--- src/hdl/asp_defines.svh ---
`ifndef ASP_DEFINES_SVH
`define ASP_DEFINES_SVH
// Behaviour
// - Non-PASID requests skip stage 1 under full ATS, substreams on, bypass encoding.
// - With stage 2 on, such requests translate stage 2 only, returning the PA.
// - Attribute is fixed input plus overrides, combined with the stage 2 attribute.
// - Stage 2 off: identity completion, U clear, R and W set, same address.
// - Identity size covers the address and never exceeds the output address size.
// - Skip completions report execute and privileged access both zero.
// - Identity attribute is fixed input plus overrides, encoded into the address.
// - Split-stage skip needs both stages, split ATS, substreams on, bypass encoding.
// - Split skip may fault when the address exceeds the input address size.
// - Split skip completion: U clear, stage 2 R and W, intermediate address returned.
// - Split skip translation size never exceeds the stage 2 size.
// - Split skip attribute is fixed input plus overrides alone, not combined with stage 2.
// - Later translated accesses under split ATS go through stage 2 only.
// - Ordinary transactions use read/write and PASID privilege directly.
// - Ordinary transactions without PASID are data accesses at unprivileged level.
// - NW clear on a writable or dirty page grants write.
// - NW set on a writable page may grant write.
// - Without flag update, a page lacking write never gets write granted.
// - With flag update, NW clear to writable-clean marks dirty, then grants write.
// - Flag update never marks a page dirty for an NW set request.
// - Execute needs the request flag and page execute; execute implies read.
// - Execute request to execute-only page gets nothing unless instruction override.
// - Completion privilege equals request privilege.
`define ASP_REG_CFG    12'h000
`define ASP_REG_ASZ    12'h004
`define ASP_REG_STAT   12'h008
`define ASP_F_S1       0
`define ASP_F_S2       1
`define ASP_F_STG      1:0
`define ASP_F_MODE     3:2
`define ASP_F_SUBS     8:4
`define ASP_F_NPS      10:9
`define ASP_F_INST     11
`define ASP_F_FLUPD    12
`define ASP_F_ATTEN    13
`define ASP_F_OVEN     14
`define ASP_F_OVATTR   23:16
`define ASP_F_INSZ     5:0
`define ASP_F_OUTSZ    13:8
`define ASP_F_BUSY     0
`define ASP_F_FLT      1
`define ASP_F_KIND     3:2
`define ASP_F_RSVD     15:4
`define ASP_F_CNT      31:16
`define ASP_CFG_RST    32'h0000_0000
`define ASP_ASZ_RST    32'h0000_3030
`define ASP_MODE_FULL  2'h1
`define ASP_MODE_SPLIT 2'h2
`define ASP_STG_BOTH   2'h3
`define ASP_NPS_BYPASS 2'h1
`define ASP_FIXED_ATTR 8'hFF
`define ASP_ADDR_W     64
`define ASP_PA_MSB     55
`define ASP_ATTR_F     63:56
`define ASP_SZ_W       6
`define ASP_CNT_MAX    16
`endif

--- src/hdl/asp_pkg.sv ---
package asp_pkg;
`include "asp_defines.svh"
	typedef enum logic [1:0] {st_idle, st_walk, st_dirty, st_resp} asp_state_e;
	typedef enum logic [1:0] {k_none, k_ident, k_full2, k_split} asp_kind_e;
	typedef logic [`ASP_ADDR_W-1:0] asp_addr_t;
	typedef logic [7:0]             asp_attr_t;
	typedef logic [`ASP_SZ_W-1:0]   asp_size_t;

	// Lower code is the weaker attribute and wins the combination.
	function automatic asp_attr_t asp_attr_comb(input asp_attr_t a, input asp_attr_t b);
		return (a < b) ? a : b;
	endfunction
endpackage

--- src/hdl/asp_perm_if.sv ---
`timescale 1ns/1ps
interface asp_perm_if;
	logic nw;
	logic exe;
	logic inst_ovr;
	logic flag_upd;
	logic pg_r;
	logic pg_w;
	logic pg_x;
	logic pg_dmod;
	logic gr_r;
	logic gr_w;
	logic gr_x;
	logic mk_dirty;
	modport core (output nw, exe, inst_ovr, flag_upd, pg_r, pg_w, pg_x, pg_dmod,
		input gr_r, gr_w, gr_x, mk_dirty);
	modport perm (input nw, exe, inst_ovr, flag_upd, pg_r, pg_w, pg_x, pg_dmod,
		output gr_r, gr_w, gr_x, mk_dirty);
endinterface

--- src/hdl/asp_perm.sv ---
`timescale 1ns/1ps
module asp_perm
(
	asp_perm_if.perm pif
);
	logic x_ok;
	logic runonly_block;
	logic clean;

	assign x_ok = pif.exe && pif.pg_x;
	// Execute-only page refuses an execute request unless fetches are forced.
	assign runonly_block = x_ok && !pif.pg_r && !pif.inst_ovr;
	// Writable-clean page, only promoted for a request that intends to write.
	assign clean = pif.flag_upd && pif.pg_dmod && !pif.pg_w && !pif.nw;
	assign pif.mk_dirty = clean && !runonly_block;
	// Write is granted on a writable page whatever NW says, unless the execute-only block refuses the request.
	assign pif.gr_w = !runonly_block && (pif.pg_w || clean);
	assign pif.gr_r = !runonly_block && (pif.pg_r || x_ok);
	assign pif.gr_x = !runonly_block && x_ok;
endmodule

--- src/hdl/asp_skip_top.sv ---
`timescale 1ns/1ps
`include "asp_defines.svh"
module asp_skip_top
#(
	parameter int CNT_W = 16
)
(
	input  wire logic              hclk,
	input  wire logic              hresetn,
	input  wire logic              hsel,
	input  wire logic [31:0]       haddr,
	input  wire logic [1:0]        htrans,
	input  wire logic              hwrite,
	input  wire logic [2:0]        hsize,
	input  wire logic [31:0]       hwdata,
	input  wire logic              hready,
	output logic                   hreadyout,
	output logic                   hresp,
	output logic [31:0]            hrdata,
	input  wire logic              tr_valid,
	output logic                   tr_ready,
	input  wire asp_pkg::asp_addr_t tr_addr,
	input  wire logic              tr_pasid_present,
	input  wire logic              tr_nw,
	input  wire logic              tr_exe,
	input  wire logic              tr_priv,
	output logic                   s2_req_valid,
	output asp_pkg::asp_addr_t     s2_req_addr,
	input  wire logic              s2_rsp_valid,
	input  wire asp_pkg::asp_addr_t s2_rsp_pa,
	input  wire asp_pkg::asp_size_t s2_rsp_size,
	input  wire logic              s2_rsp_r,
	input  wire logic              s2_rsp_w,
	input  wire logic              s2_rsp_x,
	input  wire logic              s2_rsp_dmod,
	input  wire logic              s2_rsp_fault,
	input  wire asp_pkg::asp_attr_t s2_rsp_attr,
	output logic                   dirty_req_valid,
	output asp_pkg::asp_addr_t     dirty_req_addr,
	input  wire logic              dirty_ack,
	output logic                   cpl_valid,
	input  wire logic              cpl_ready,
	output logic                   cpl_handled,
	output asp_pkg::asp_addr_t     cpl_addr,
	output asp_pkg::asp_size_t     cpl_size,
	output logic                   cpl_u,
	output logic                   cpl_r,
	output logic                   cpl_w,
	output logic                   cpl_x,
	output logic                   cpl_priv,
	input  wire logic              tx_valid,
	input  wire logic              tx_pasid_present,
	input  wire logic              tx_write,
	input  wire logic              tx_exe,
	input  wire logic              tx_priv,
	output logic                   tx_attr_valid,
	output logic                   tx_attr_write,
	output logic                   tx_attr_inst,
	output logic                   tx_attr_priv,
	output logic                   xlat_s2_only
);
	import asp_pkg::*;

	typedef struct packed {
		asp_state_e       st;
		asp_kind_e        kind;
		logic [31:0]      cfg;
		logic [31:0]      asz;
		logic             ph_wr;
		logic [11:0]      ph_addr;
		logic [31:0]      rdata;
		asp_addr_t        req_addr;
		logic             req_nw;
		logic             req_exe;
		logic             req_priv;
		asp_attr_t        req_attr;
		asp_addr_t        c_addr;
		asp_size_t        c_size;
		logic             c_hnd;
		logic             c_r;
		logic             c_w;
		logic             c_x;
		logic             c_flt;
		logic [CNT_W-1:0] cnt;
		logic             tx_v;
		logic             tx_w;
		logic             tx_i;
		logic             tx_p;
		logic             s2only;
	} asp_st_s;

	asp_st_s    cur;
	asp_st_s    next_cur;
	asp_perm_if pif ();
	logic       subs_on;
	logic       bypass;
	logic       full_skip;
	logic       split_skip;
	logic       over_insz;
	logic       over_outsz;
	asp_attr_t  in_attr;
	logic [31:0] stat_w;

	if (CNT_W < 1 || CNT_W > `ASP_CNT_MAX)
	begin
		$error("CNT_W must lie between 1 and 16.");
	end

	function automatic asp_addr_t asp_enc(input asp_addr_t a, input asp_attr_t t,
		input logic en);
		asp_addr_t r;
		r = a;
		if (en)
		begin
			r[`ASP_ATTR_F] = t;
		end
		return r;
	endfunction

	asp_perm u_perm
	(
		.pif (pif)
	);

	assign pif.nw = cur.req_nw;
	assign pif.exe = cur.req_exe;
	assign pif.inst_ovr = cur.cfg[`ASP_F_INST];
	assign pif.flag_upd = cur.cfg[`ASP_F_FLUPD];
	assign pif.pg_r = s2_rsp_r;
	assign pif.pg_w = s2_rsp_w;
	assign pif.pg_x = s2_rsp_x;
	assign pif.pg_dmod = s2_rsp_dmod;

	// Skip decisions look at the entry fields live in the arrival cycle.
	assign subs_on = cur.cfg[`ASP_F_SUBS] != '0;
	assign bypass = subs_on && cur.cfg[`ASP_F_NPS] == `ASP_NPS_BYPASS
		&& !tr_pasid_present;
	assign full_skip = bypass && cur.cfg[`ASP_F_S1]
		&& cur.cfg[`ASP_F_MODE] == `ASP_MODE_FULL;
	assign split_skip = bypass && cur.cfg[`ASP_F_STG] == `ASP_STG_BOTH
		&& cur.cfg[`ASP_F_MODE] == `ASP_MODE_SPLIT;
	assign over_insz = (tr_addr >> cur.asz[`ASP_F_INSZ]) != '0;
	assign over_outsz = (tr_addr >> cur.asz[`ASP_F_OUTSZ]) != '0;
	assign in_attr = cur.cfg[`ASP_F_OVEN] ? cur.cfg[`ASP_F_OVATTR] : `ASP_FIXED_ATTR;

	assign stat_w[`ASP_F_BUSY] = cur.st != st_idle;
	assign stat_w[`ASP_F_FLT] = cur.c_flt;
	assign stat_w[`ASP_F_KIND] = cur.kind;
	assign stat_w[`ASP_F_RSVD] = '0;
	assign stat_w[`ASP_F_CNT] = 16'(cur.cnt);

	always_comb
	begin
		next_cur = cur;
		if (cur.ph_wr && cur.ph_addr == `ASP_REG_CFG)
		begin
			next_cur.cfg = hwdata;
		end
		if (cur.ph_wr && cur.ph_addr == `ASP_REG_ASZ)
		begin
			next_cur.asz = hwdata;
		end
		next_cur.ph_wr = 1'b0;
		if (hsel && hready && htrans[1])
		begin
			next_cur.ph_wr = hwrite;
			next_cur.ph_addr = haddr[11:0];
			next_cur.rdata = '0;
			if (!hwrite && haddr[11:0] == `ASP_REG_CFG)
			begin
				next_cur.rdata = next_cur.cfg;
			end
			if (!hwrite && haddr[11:0] == `ASP_REG_ASZ)
			begin
				next_cur.rdata = next_cur.asz;
			end
			if (!hwrite && haddr[11:0] == `ASP_REG_STAT)
			begin
				next_cur.rdata = stat_w;
			end
		end
		// Ordinary traffic attributes; no prefix means data, unprivileged.
		next_cur.tx_v = tx_valid;
		next_cur.tx_w = tx_write;
		next_cur.tx_i = tx_pasid_present && tx_exe && !tx_write;
		next_cur.tx_p = tx_pasid_present && tx_priv;
		next_cur.s2only = cur.cfg[`ASP_F_STG] == `ASP_STG_BOTH
			&& cur.cfg[`ASP_F_MODE] == `ASP_MODE_SPLIT;
		unique case (cur.st)
			st_idle:
			begin
				if (tr_valid)
				begin
					next_cur.req_addr = tr_addr;
					next_cur.req_nw = tr_nw;
					next_cur.req_exe = tr_pasid_present && tr_exe;
					next_cur.req_priv = tr_pasid_present && tr_priv;
					next_cur.req_attr = in_attr;
					next_cur.c_hnd = full_skip || split_skip;
					next_cur.c_addr = tr_addr;
					next_cur.c_size = '0;
					next_cur.c_r = 1'b0;
					next_cur.c_w = 1'b0;
					next_cur.c_x = 1'b0;
					next_cur.c_flt = 1'b0;
					next_cur.st = st_resp;
					if (!(full_skip || split_skip))
					begin
						next_cur.kind = k_none;
					end
					else if (split_skip && over_insz)
					begin
						next_cur.kind = k_split;
						next_cur.c_flt = 1'b1;
					end
					else if (full_skip && !cur.cfg[`ASP_F_S2])
					begin
						next_cur.kind = k_ident;
						if (over_outsz)
						begin
							next_cur.c_flt = 1'b1;
						end
						else
						begin
							next_cur.c_r = 1'b1;
							next_cur.c_w = 1'b1;
							next_cur.c_addr = asp_enc(tr_addr, in_attr,
								cur.cfg[`ASP_F_ATTEN]);
							next_cur.c_size = cur.asz[`ASP_F_OUTSZ];
						end
					end
					else
					begin
						next_cur.kind = split_skip ? k_split : k_full2;
						next_cur.st = st_walk;
					end
				end
			end
			st_walk:
			begin
				if (s2_rsp_valid && s2_rsp_fault)
				begin
					next_cur.c_flt = 1'b1;
					next_cur.st = st_resp;
				end
				else if (s2_rsp_valid)
				begin
					next_cur.c_r = pif.gr_r;
					next_cur.c_w = pif.gr_w;
					next_cur.c_x = pif.gr_x;
					next_cur.c_size = s2_rsp_size;
					if (cur.kind == k_split)
					begin
						next_cur.c_addr = asp_enc(cur.req_addr, cur.req_attr,
							cur.cfg[`ASP_F_ATTEN]);
					end
					else
					begin
						next_cur.c_addr = asp_enc(s2_rsp_pa,
							asp_attr_comb(cur.req_attr, s2_rsp_attr),
							cur.cfg[`ASP_F_ATTEN]);
					end
					next_cur.st = pif.mk_dirty ? st_dirty : st_resp;
				end
			end
			st_dirty:
			begin
				if (dirty_ack)
				begin
					next_cur.st = st_resp;
				end
			end
			st_resp:
			begin
				if (cpl_ready)
				begin
					next_cur.st = st_idle;
					next_cur.cnt = cur.cnt + 1'b1;
				end
			end
		endcase
	end

	always_ff @(posedge hclk or negedge hresetn)
	begin
		if (!hresetn)
		begin
			cur <= '0;
			cur.st <= st_idle;
			cur.kind <= k_none;
			cur.cfg <= `ASP_CFG_RST;
			cur.asz <= `ASP_ASZ_RST;
		end
		else
		begin
			cur <= next_cur;
		end
	end

	assign hreadyout = 1'b1;
	assign hresp = 1'b0;
	assign hrdata = cur.rdata;
	assign tr_ready = cur.st == st_idle;
	assign s2_req_valid = cur.st == st_walk;
	assign s2_req_addr = cur.req_addr;
	assign dirty_req_valid = cur.st == st_dirty;
	assign dirty_req_addr = cur.req_addr;
	assign cpl_valid = cur.st == st_resp;
	assign cpl_handled = cur.c_hnd;
	assign cpl_addr = cur.c_addr;
	assign cpl_size = cur.c_size;
	assign cpl_u = 1'b0;
	assign cpl_r = cur.c_r;
	assign cpl_w = cur.c_w;
	assign cpl_x = cur.c_x;
	assign cpl_priv = cur.req_priv;
	assign tx_attr_valid = cur.tx_v;
	assign tx_attr_write = cur.tx_w;
	assign tx_attr_inst = cur.tx_i;
	assign tx_attr_priv = cur.tx_p;
	assign xlat_s2_only = cur.s2only;
endmodule

--- config.mk ---
export PLATFORM = sky130hd
export DESIGN_NAME = asp_skip_top
export DESIGN_NICKNAME = d
export VERILOG_FILES = /design/src/hdl/asp_pkg.sv /design/src/hdl/asp_perm_if.sv /design/src/hdl/asp_perm.sv /design/src/hdl/asp_skip_top.sv
export VERILOG_INCLUDE_DIRS = /design/src /design/src/hdl
export SDC_FILE = /design/constraint.sdc
export NUM_CORES = 1
export LEC_CHECK = 0
export BUFFER_PORTS_ARGS = -buffer_cell sky130_fd_sc_hd__buf_2
export CORE_MARGIN = 2
export CORE_UTILIZATION = 59
export CTS_CLUSTER_SIZE = 25
export DETAILED_ROUTE_END_ITERATION = 12
export PLACE_DENSITY = 0.87
export SLEW_MARGIN = 20
export SYNTH_ARGS = -nofsm -noshare
export SYNTH_HDL_FRONTEND = slang
export SYNTH_SLANG_ARGS = --single-unit
--- constraint.sdc ---
create_clock -name hclk -period 10.6 [get_ports hclk]
set_input_delay 0.53 -clock hclk [delete_from_list [all_inputs] [get_ports hclk]]
set_output_delay 0.53 -clock hclk [all_outputs]
set_load 0.05 [all_outputs]
### Yosys cells after proc, flatten, opt, wreduce, memory -nomap -nowiden

Index checks and enable logic that the tools add are counted.

| operators by class | value |
|---|---|
| $lt $le $gt $ge | 1 |
| reduce and logical (&&, ||, !) cells | 57 |
| multiplexer cells | 46 |
| eq/ne operators | 18 |
| shift operators | 2 |
| $add $sub $neg | 1 |

Operator list:

| cell | count |
|---|---|
| 70-bit 2-to-1 mux | 6 |
| 32-bit 2-to-1 mux | 5 |
| 70-bit case mux with 2 select lines | 1 |
| 64-bit nonzero test | 2 |
| 64-bit by 6-bit right shift with 64-bit output | 2 |
| 75-bit 2-to-1 mux | 1 |
| 64-bit 2-to-1 mux | 1 |
| 45-bit 2-to-1 mux | 1 |
| 8-bit 2-to-1 mux | 5 |
| 1-bit logical AND | 32 |
| 2-bit 2-to-1 mux | 14 |
| 12-bit by 3-bit == test with 1-bit output, second input constant | 2 |
| 12-bit zero test | 2 |
| 16-bit by 1-bit adder with 16-bit output, second input constant | 1 |
| 12-bit by 4-bit == test with 1-bit output, second input constant | 1 |
| 2-bit == test, second input constant | 5 |
| 1-bit zero test | 9 |
| 8-bit < comparator | 1 |
| 2-bit by 1-bit != test with 1-bit output, second input constant | 4 |
| 2-bit case mux with 4 select lines | 1 |
| 4-bit case mux with 2 select lines | 1 |
| 4-bit AND reduction | 2 |
| 1-bit 2-to-1 mux | 7 |
| 2-bit by 1-bit == test with 1-bit output, second input constant | 3 |
| 10 further kinds | 16 |

| word-level totals | value |
|---|---|
| input port bits | 234 |
| register bits after elaboration | 284 |
| output and inout bits | 247 |
| word-level logic and storage cells | 150 |

### Longest topological paths before layout

| depth | value |
|---|---|
| depth after elaboration | 11 |
| gate-level depth with buffers | 16 |

### By module

From an unflattened synthesis, not the netlist that was laid out.

| unflattened totals | value |
|---|---|
| cell total of the unflattened synthesis | 2224 |
| area, all modules | 20065.5 um2 |

By module, submodules not included:

| module | area an instance (um2) | sequential area each (um2) | instances | cells each |
|---|---|---|---|---|
| asp_skip_top | 20007.9 | 7111.8 | 1 | 2217 |
| asp_perm | 57.6 | 0.0 | 1 | 7 |

### Least setup slack after synthesis

OpenSTA, ideal clock, no wires.

| timing path | value |
|---|---|
| kind | in2reg |
| from | in tr_addr[56] |
| to | reg cur (netlist bit cpl_addr[58]) |
| library setup time | 0.126 ns |
| cell stages on the path | 11 |
| required time | 10.474 ns |
| slack | 7.042 ns |
| arrival | 3.432 ns |
| cells stage by stage | clkbuf_1 -> mux2_4 -> or2_0 -> mux4_2 -> or4b_1 -> o211a_1 -> a2bb2oi_1 -> a2111oi_4 -> o2111ai_4 -> mux2i_1 -> a221o_1 |

| between the ends | value |
|---|---|
| word-level cells in the longest chain between the ends | 8 |

RTL lines:

| item | RTL line | RTL |
|---|---|---|
| start: declaration | asp_skip_top.sv:22 | `input wire asp_pkg::asp_addr_t tr_addr,` |
| 64-bit by 6-bit right shift with 64-bit output | asp_skip_top.sv:143 | `` assign over_outsz = (tr_addr >> cur.asz[`ASP_F_OUTSZ]) != '0; `` |
| 64-bit nonzero test | asp_skip_top.sv:143 |  |
| 70-bit 2-to-1 mux | asp_skip_top.sv:219 | `if (over_outsz)` |
| 70-bit 2-to-1 mux | asp_skip_top.sv:216 | `` else if (full_skip && !cur.cfg[`ASP_F_S2]) `` |
| 70-bit 2-to-1 mux * | asp_skip_top.sv:211 | `else if (split_skip && over_insz)` |
| 70-bit 2-to-1 mux * | asp_skip_top.sv:207 | `if (!(full_skip \|\| split_skip))` |
| 75-bit 2-to-1 mux * | asp_skip_top.sv:192 | `if (tr_valid)` |
| 70-bit case mux with 2 select lines * | asp_skip_top.sv:189 | `unique case (cur.st)` |
| end signal: assignment | asp_skip_top.sv:296 | `cur <= next_cur;` |
| end: declaration | asp_skip_top.sv:92 | `asp_st_s cur;` |

Every way passes the cells marked *; elsewhere a longest branch is shown, timed or not. The select of a mux whose other input is x is not followed.
A chain may end at the register's enable or synchronous reset.

### Worst setup path after layout

| timing path | value |
|---|---|
| from | reg cur[224] in the netlist's numbering |
| to | reg cur (netlist bit cpl_size[3]) |

| between the ends | value |
|---|---|
| word-level cells in the longest chain between the ends | 8 |

RTL lines:

| item | RTL line |
|---|---|
| 64-bit by 6-bit right shift with 64-bit output | asp_skip_top.sv:143 |
| 64-bit nonzero test | asp_skip_top.sv:143 |
| 70-bit 2-to-1 mux | asp_skip_top.sv:219 |
| 70-bit 2-to-1 mux | asp_skip_top.sv:216 |
| 70-bit 2-to-1 mux | asp_skip_top.sv:211 |
| 70-bit 2-to-1 mux | asp_skip_top.sv:207 |
| 75-bit 2-to-1 mux | asp_skip_top.sv:192 |
| 70-bit case mux with 2 select lines | asp_skip_top.sv:189 |

No other way between the ends. The select of a mux whose other input is x is not followed.

==> results.json <==
{
  "run_status": "complete, no violations",
  "setup_violations": 0,
  "overflow": 0,
  "final_common_cell": "buf_2",
  "cts_buffers": 31,
  "vdd_drop_max_v": 0.0002197,
  "rsz0062_at_grt": "false",
  "place_area_mm2": 0.02045,
  "die_h_um": 187.5,
  "min_path_type": "in2async",
  "ys_seq_area_frac": 0.3579,
  "htree_levels": 1,
  "dr.first_iter.drc_count": 1596,
  "hpwl_um": 40390,
  "clock_sinks": 284,
  "syn_area_per_cell_um2": 9.140,
  "clock_skew_ns": 0.01398,
  "ys_warn_count": 0,
  "crit_required_ns": 11.11,
  "io_pins": 481,
  "start_util": 0.5956,
  "postRouteWirelength_um": 58120,
  "synth-edff-count": 0,
  "tightest_slew_ns": 1.027,
  "die_area_mm2": 0.03516,
  "vias": 17360,
  "vias_per_cell": 6.300,
  "clk_latency_ns": 0.58,
  "final_cell_mix": "buf_2 (452), dfrtp_1 (275), nand2_1 (188)",
  "place.gp.congestion": 0.9140,
  "gr-usage-all-layers": 0.3194,
  "final_area_mm2": 0.02164,
  "finalHoldViolations": 0,
  "antenna_found_initial": 13,
  "antenna_left": 0,
  "synth_cells": 2174,
  "arrival_ns": 5.28,
  "setup-tns-final_ns": 0,
  "timing.final.crit_share": 0.4501,
  "period_minus_slack_ns": 4.771,
  "cts_tree": "built",
  "fp-row-count": 67,
  "drive_gt1_frac": 0.3343,
  "synthFlopType": "dfrtp_1",
  "synth_top_area_share": 0.3526,
  "ys_top_cells_by_area": "dfrtp_1 (35%), mux2_2 (10%), buf_4 (9.0%)",
  "area_delta_synth_final_pct": 8.923,
  "fmax_ghz": 0.2096,
  "slew_violations": 0,
  "cts_setup_buffers": 0,
  "grt_max_degree": 168,
  "ctsResizeCount": 0,
  "synth.distinct_cells": 87,
  "leakagePower_nw": 9.842,
  "cts.root.buffer_cell": "clkbuf_16",
  "powerDensity_mw_per_mm2": 268.2,
  "yosysTopAreaCell": "dfrtp_1",
  "path_clk_slew_ns": 0.06,
  "cts_buffer_depth": 3,
  "coreArea_mm2": 0.03336,
  "portBuffers": 453,
  "synth_area_mm2": 0.01987,
  "cap_violations": 0,
  "async_flop_share": 1.000,
  "ctsHoldBuffers": 0,
  "critPathMaxFanout": 87,
  "max_slew_margin": 0.3152,
  "nets": 2521,
  "grt_pass1_wl_um": 91090,
  "worstSetupEndpointType": "flop",
  "first_pass_iters": 6,
  "ys_seq_elements": 284,
  "drc": 0,
  "drt-wirelength-per-cell_um": 21.09,
  "grt_pass1_vias": 16750,
  "startpoint_type": "flop",
  "crit_type": "reg2reg",
  "dieWidth_um": 187.5
}
## cell families (layout without fill, tap and decap cells)
family / after synthesis / in the layout / synth area share
buf+inv: 457 / 582 / 0.1339
compound gates: 537 / 537 / 0.1782
flops: 284 / 284 / 0.3579
fa+ha+maj: 12 / 12 / 0.007556
xor+xnor: 15 / 15 / 0.006611
simple gates: 604 / 604 / 0.1512
other cells: 2 / 11 / 0.0003780
mux: 263 / 263 / 0.1642
## sequential cells by signal, summed over array words and instances, names as in the netlist, 6 cells and up
signal,flops
cpl_addr,64
cpl_size,6
cur,106
dirty_req_addr,64
hrdata,32
## power by group
| part | switching (mW) | leakage [nW] | internal [mW] | total, mW |
|---|---|---|---|---|
| combinational | 2.19 | 5.78 | 0.727 | 2.92 |
| sequential | 0.257 | 3.50 | 1.40 | 1.66 |
| clock | 0.462 | 0.566 | 0.768 | 1.23 |
## layer usage
layer	routed length [um]	vias to the layer above	global-route usage
li1	-	7852	-
met1	22570	8508	0.3929
met2	28830	845	0.5528
met3	4612	147	0.06775
met4	2029	12	0.1220
met5	72	-	0
## critical path: stages, from the launching register on
cell	delay, ns
dfrtp_4	0.43
buf_4	0.78
nor2b_1	0.11
a211oi_1	0.59
mux2_2	0.29
a22oi_1	0.10
a2111oi_0	0.54
a211oi_1	0.20
a2111oi_4	0.58
nand4_1	0.55
o21ai_0	0.36
o21a_1	0.16
## final cells by class
cell class / count / area [um^2]
Fill cell: 2682 / 11720
Multi-Input combinational cell: 1434 / 10140
Sequential cell: 284 / 7121
Timing Repair Buffer: 473 / 2444
Clock buffer: 41 / 863.3
Tap cell: 448 / 560.5
Clock inverter: 17 / 305.3
Inverter: 51 / 193.9
Antenna cell: 8 / 20.02
## Yosys cell counts (37+ instances only)
cell type,number
dfrtp_1,280
mux2_2,179
nand2b_1,37
clkbuf_1,140
nor2b_1,74
a31oi_1,68
a211oi_1,44
nor3_1,38
nor2_1,89
inv_1,46
nand2_1,190
buf_4,237
nand3_1,80
o21ai_0,124
a21oi_1,114
mux2i_1,51
## stage by stage
| stage | utilization | worst slack (ns) | instances | power, mW | hold slack [ns] |
|---|---|---|---|---|---|
| floorplan | - | 7.042 | 2175 | 4.368 | 0.2344 |
| global placement | 0.6128 | 5.943 | 2690 | 4.501 | 0.4570 |
| detailed placement | 0.6128 | 5.889 | 2690 | 4.575 | 0.4647 |
| CTS | 0.6478 | 5.867 | 2748 | 5.814 | 0.03821 |
| global route | 0.6485 | 5.412 | 2753 | 6.050 | 0.04342 |
| finish | 0.6487 | 5.829 | 2756 | 5.804 | 0.02285 |
## final timing paths
path | startpoint | to | slack (ns) | depth (start not counted)
worst max-delay path | cur[224] | cpl_size[3] | 5.83 | 11
worst min-delay path | hresetn | cpl_addr[39] | 0.02 | 1
worst max register to register | cur[224] | cpl_size[3] | 5.83 | 11
worst min register to register | cpl_addr[42] | cpl_addr[42] | 0.47 | 2
max in group asynchronous | hresetn | cur[280] | 9.11 | 2
min in group hclk | tx_valid | tx_attr_valid | 0.06 | 1
Power figures use the tool's default switching activity.
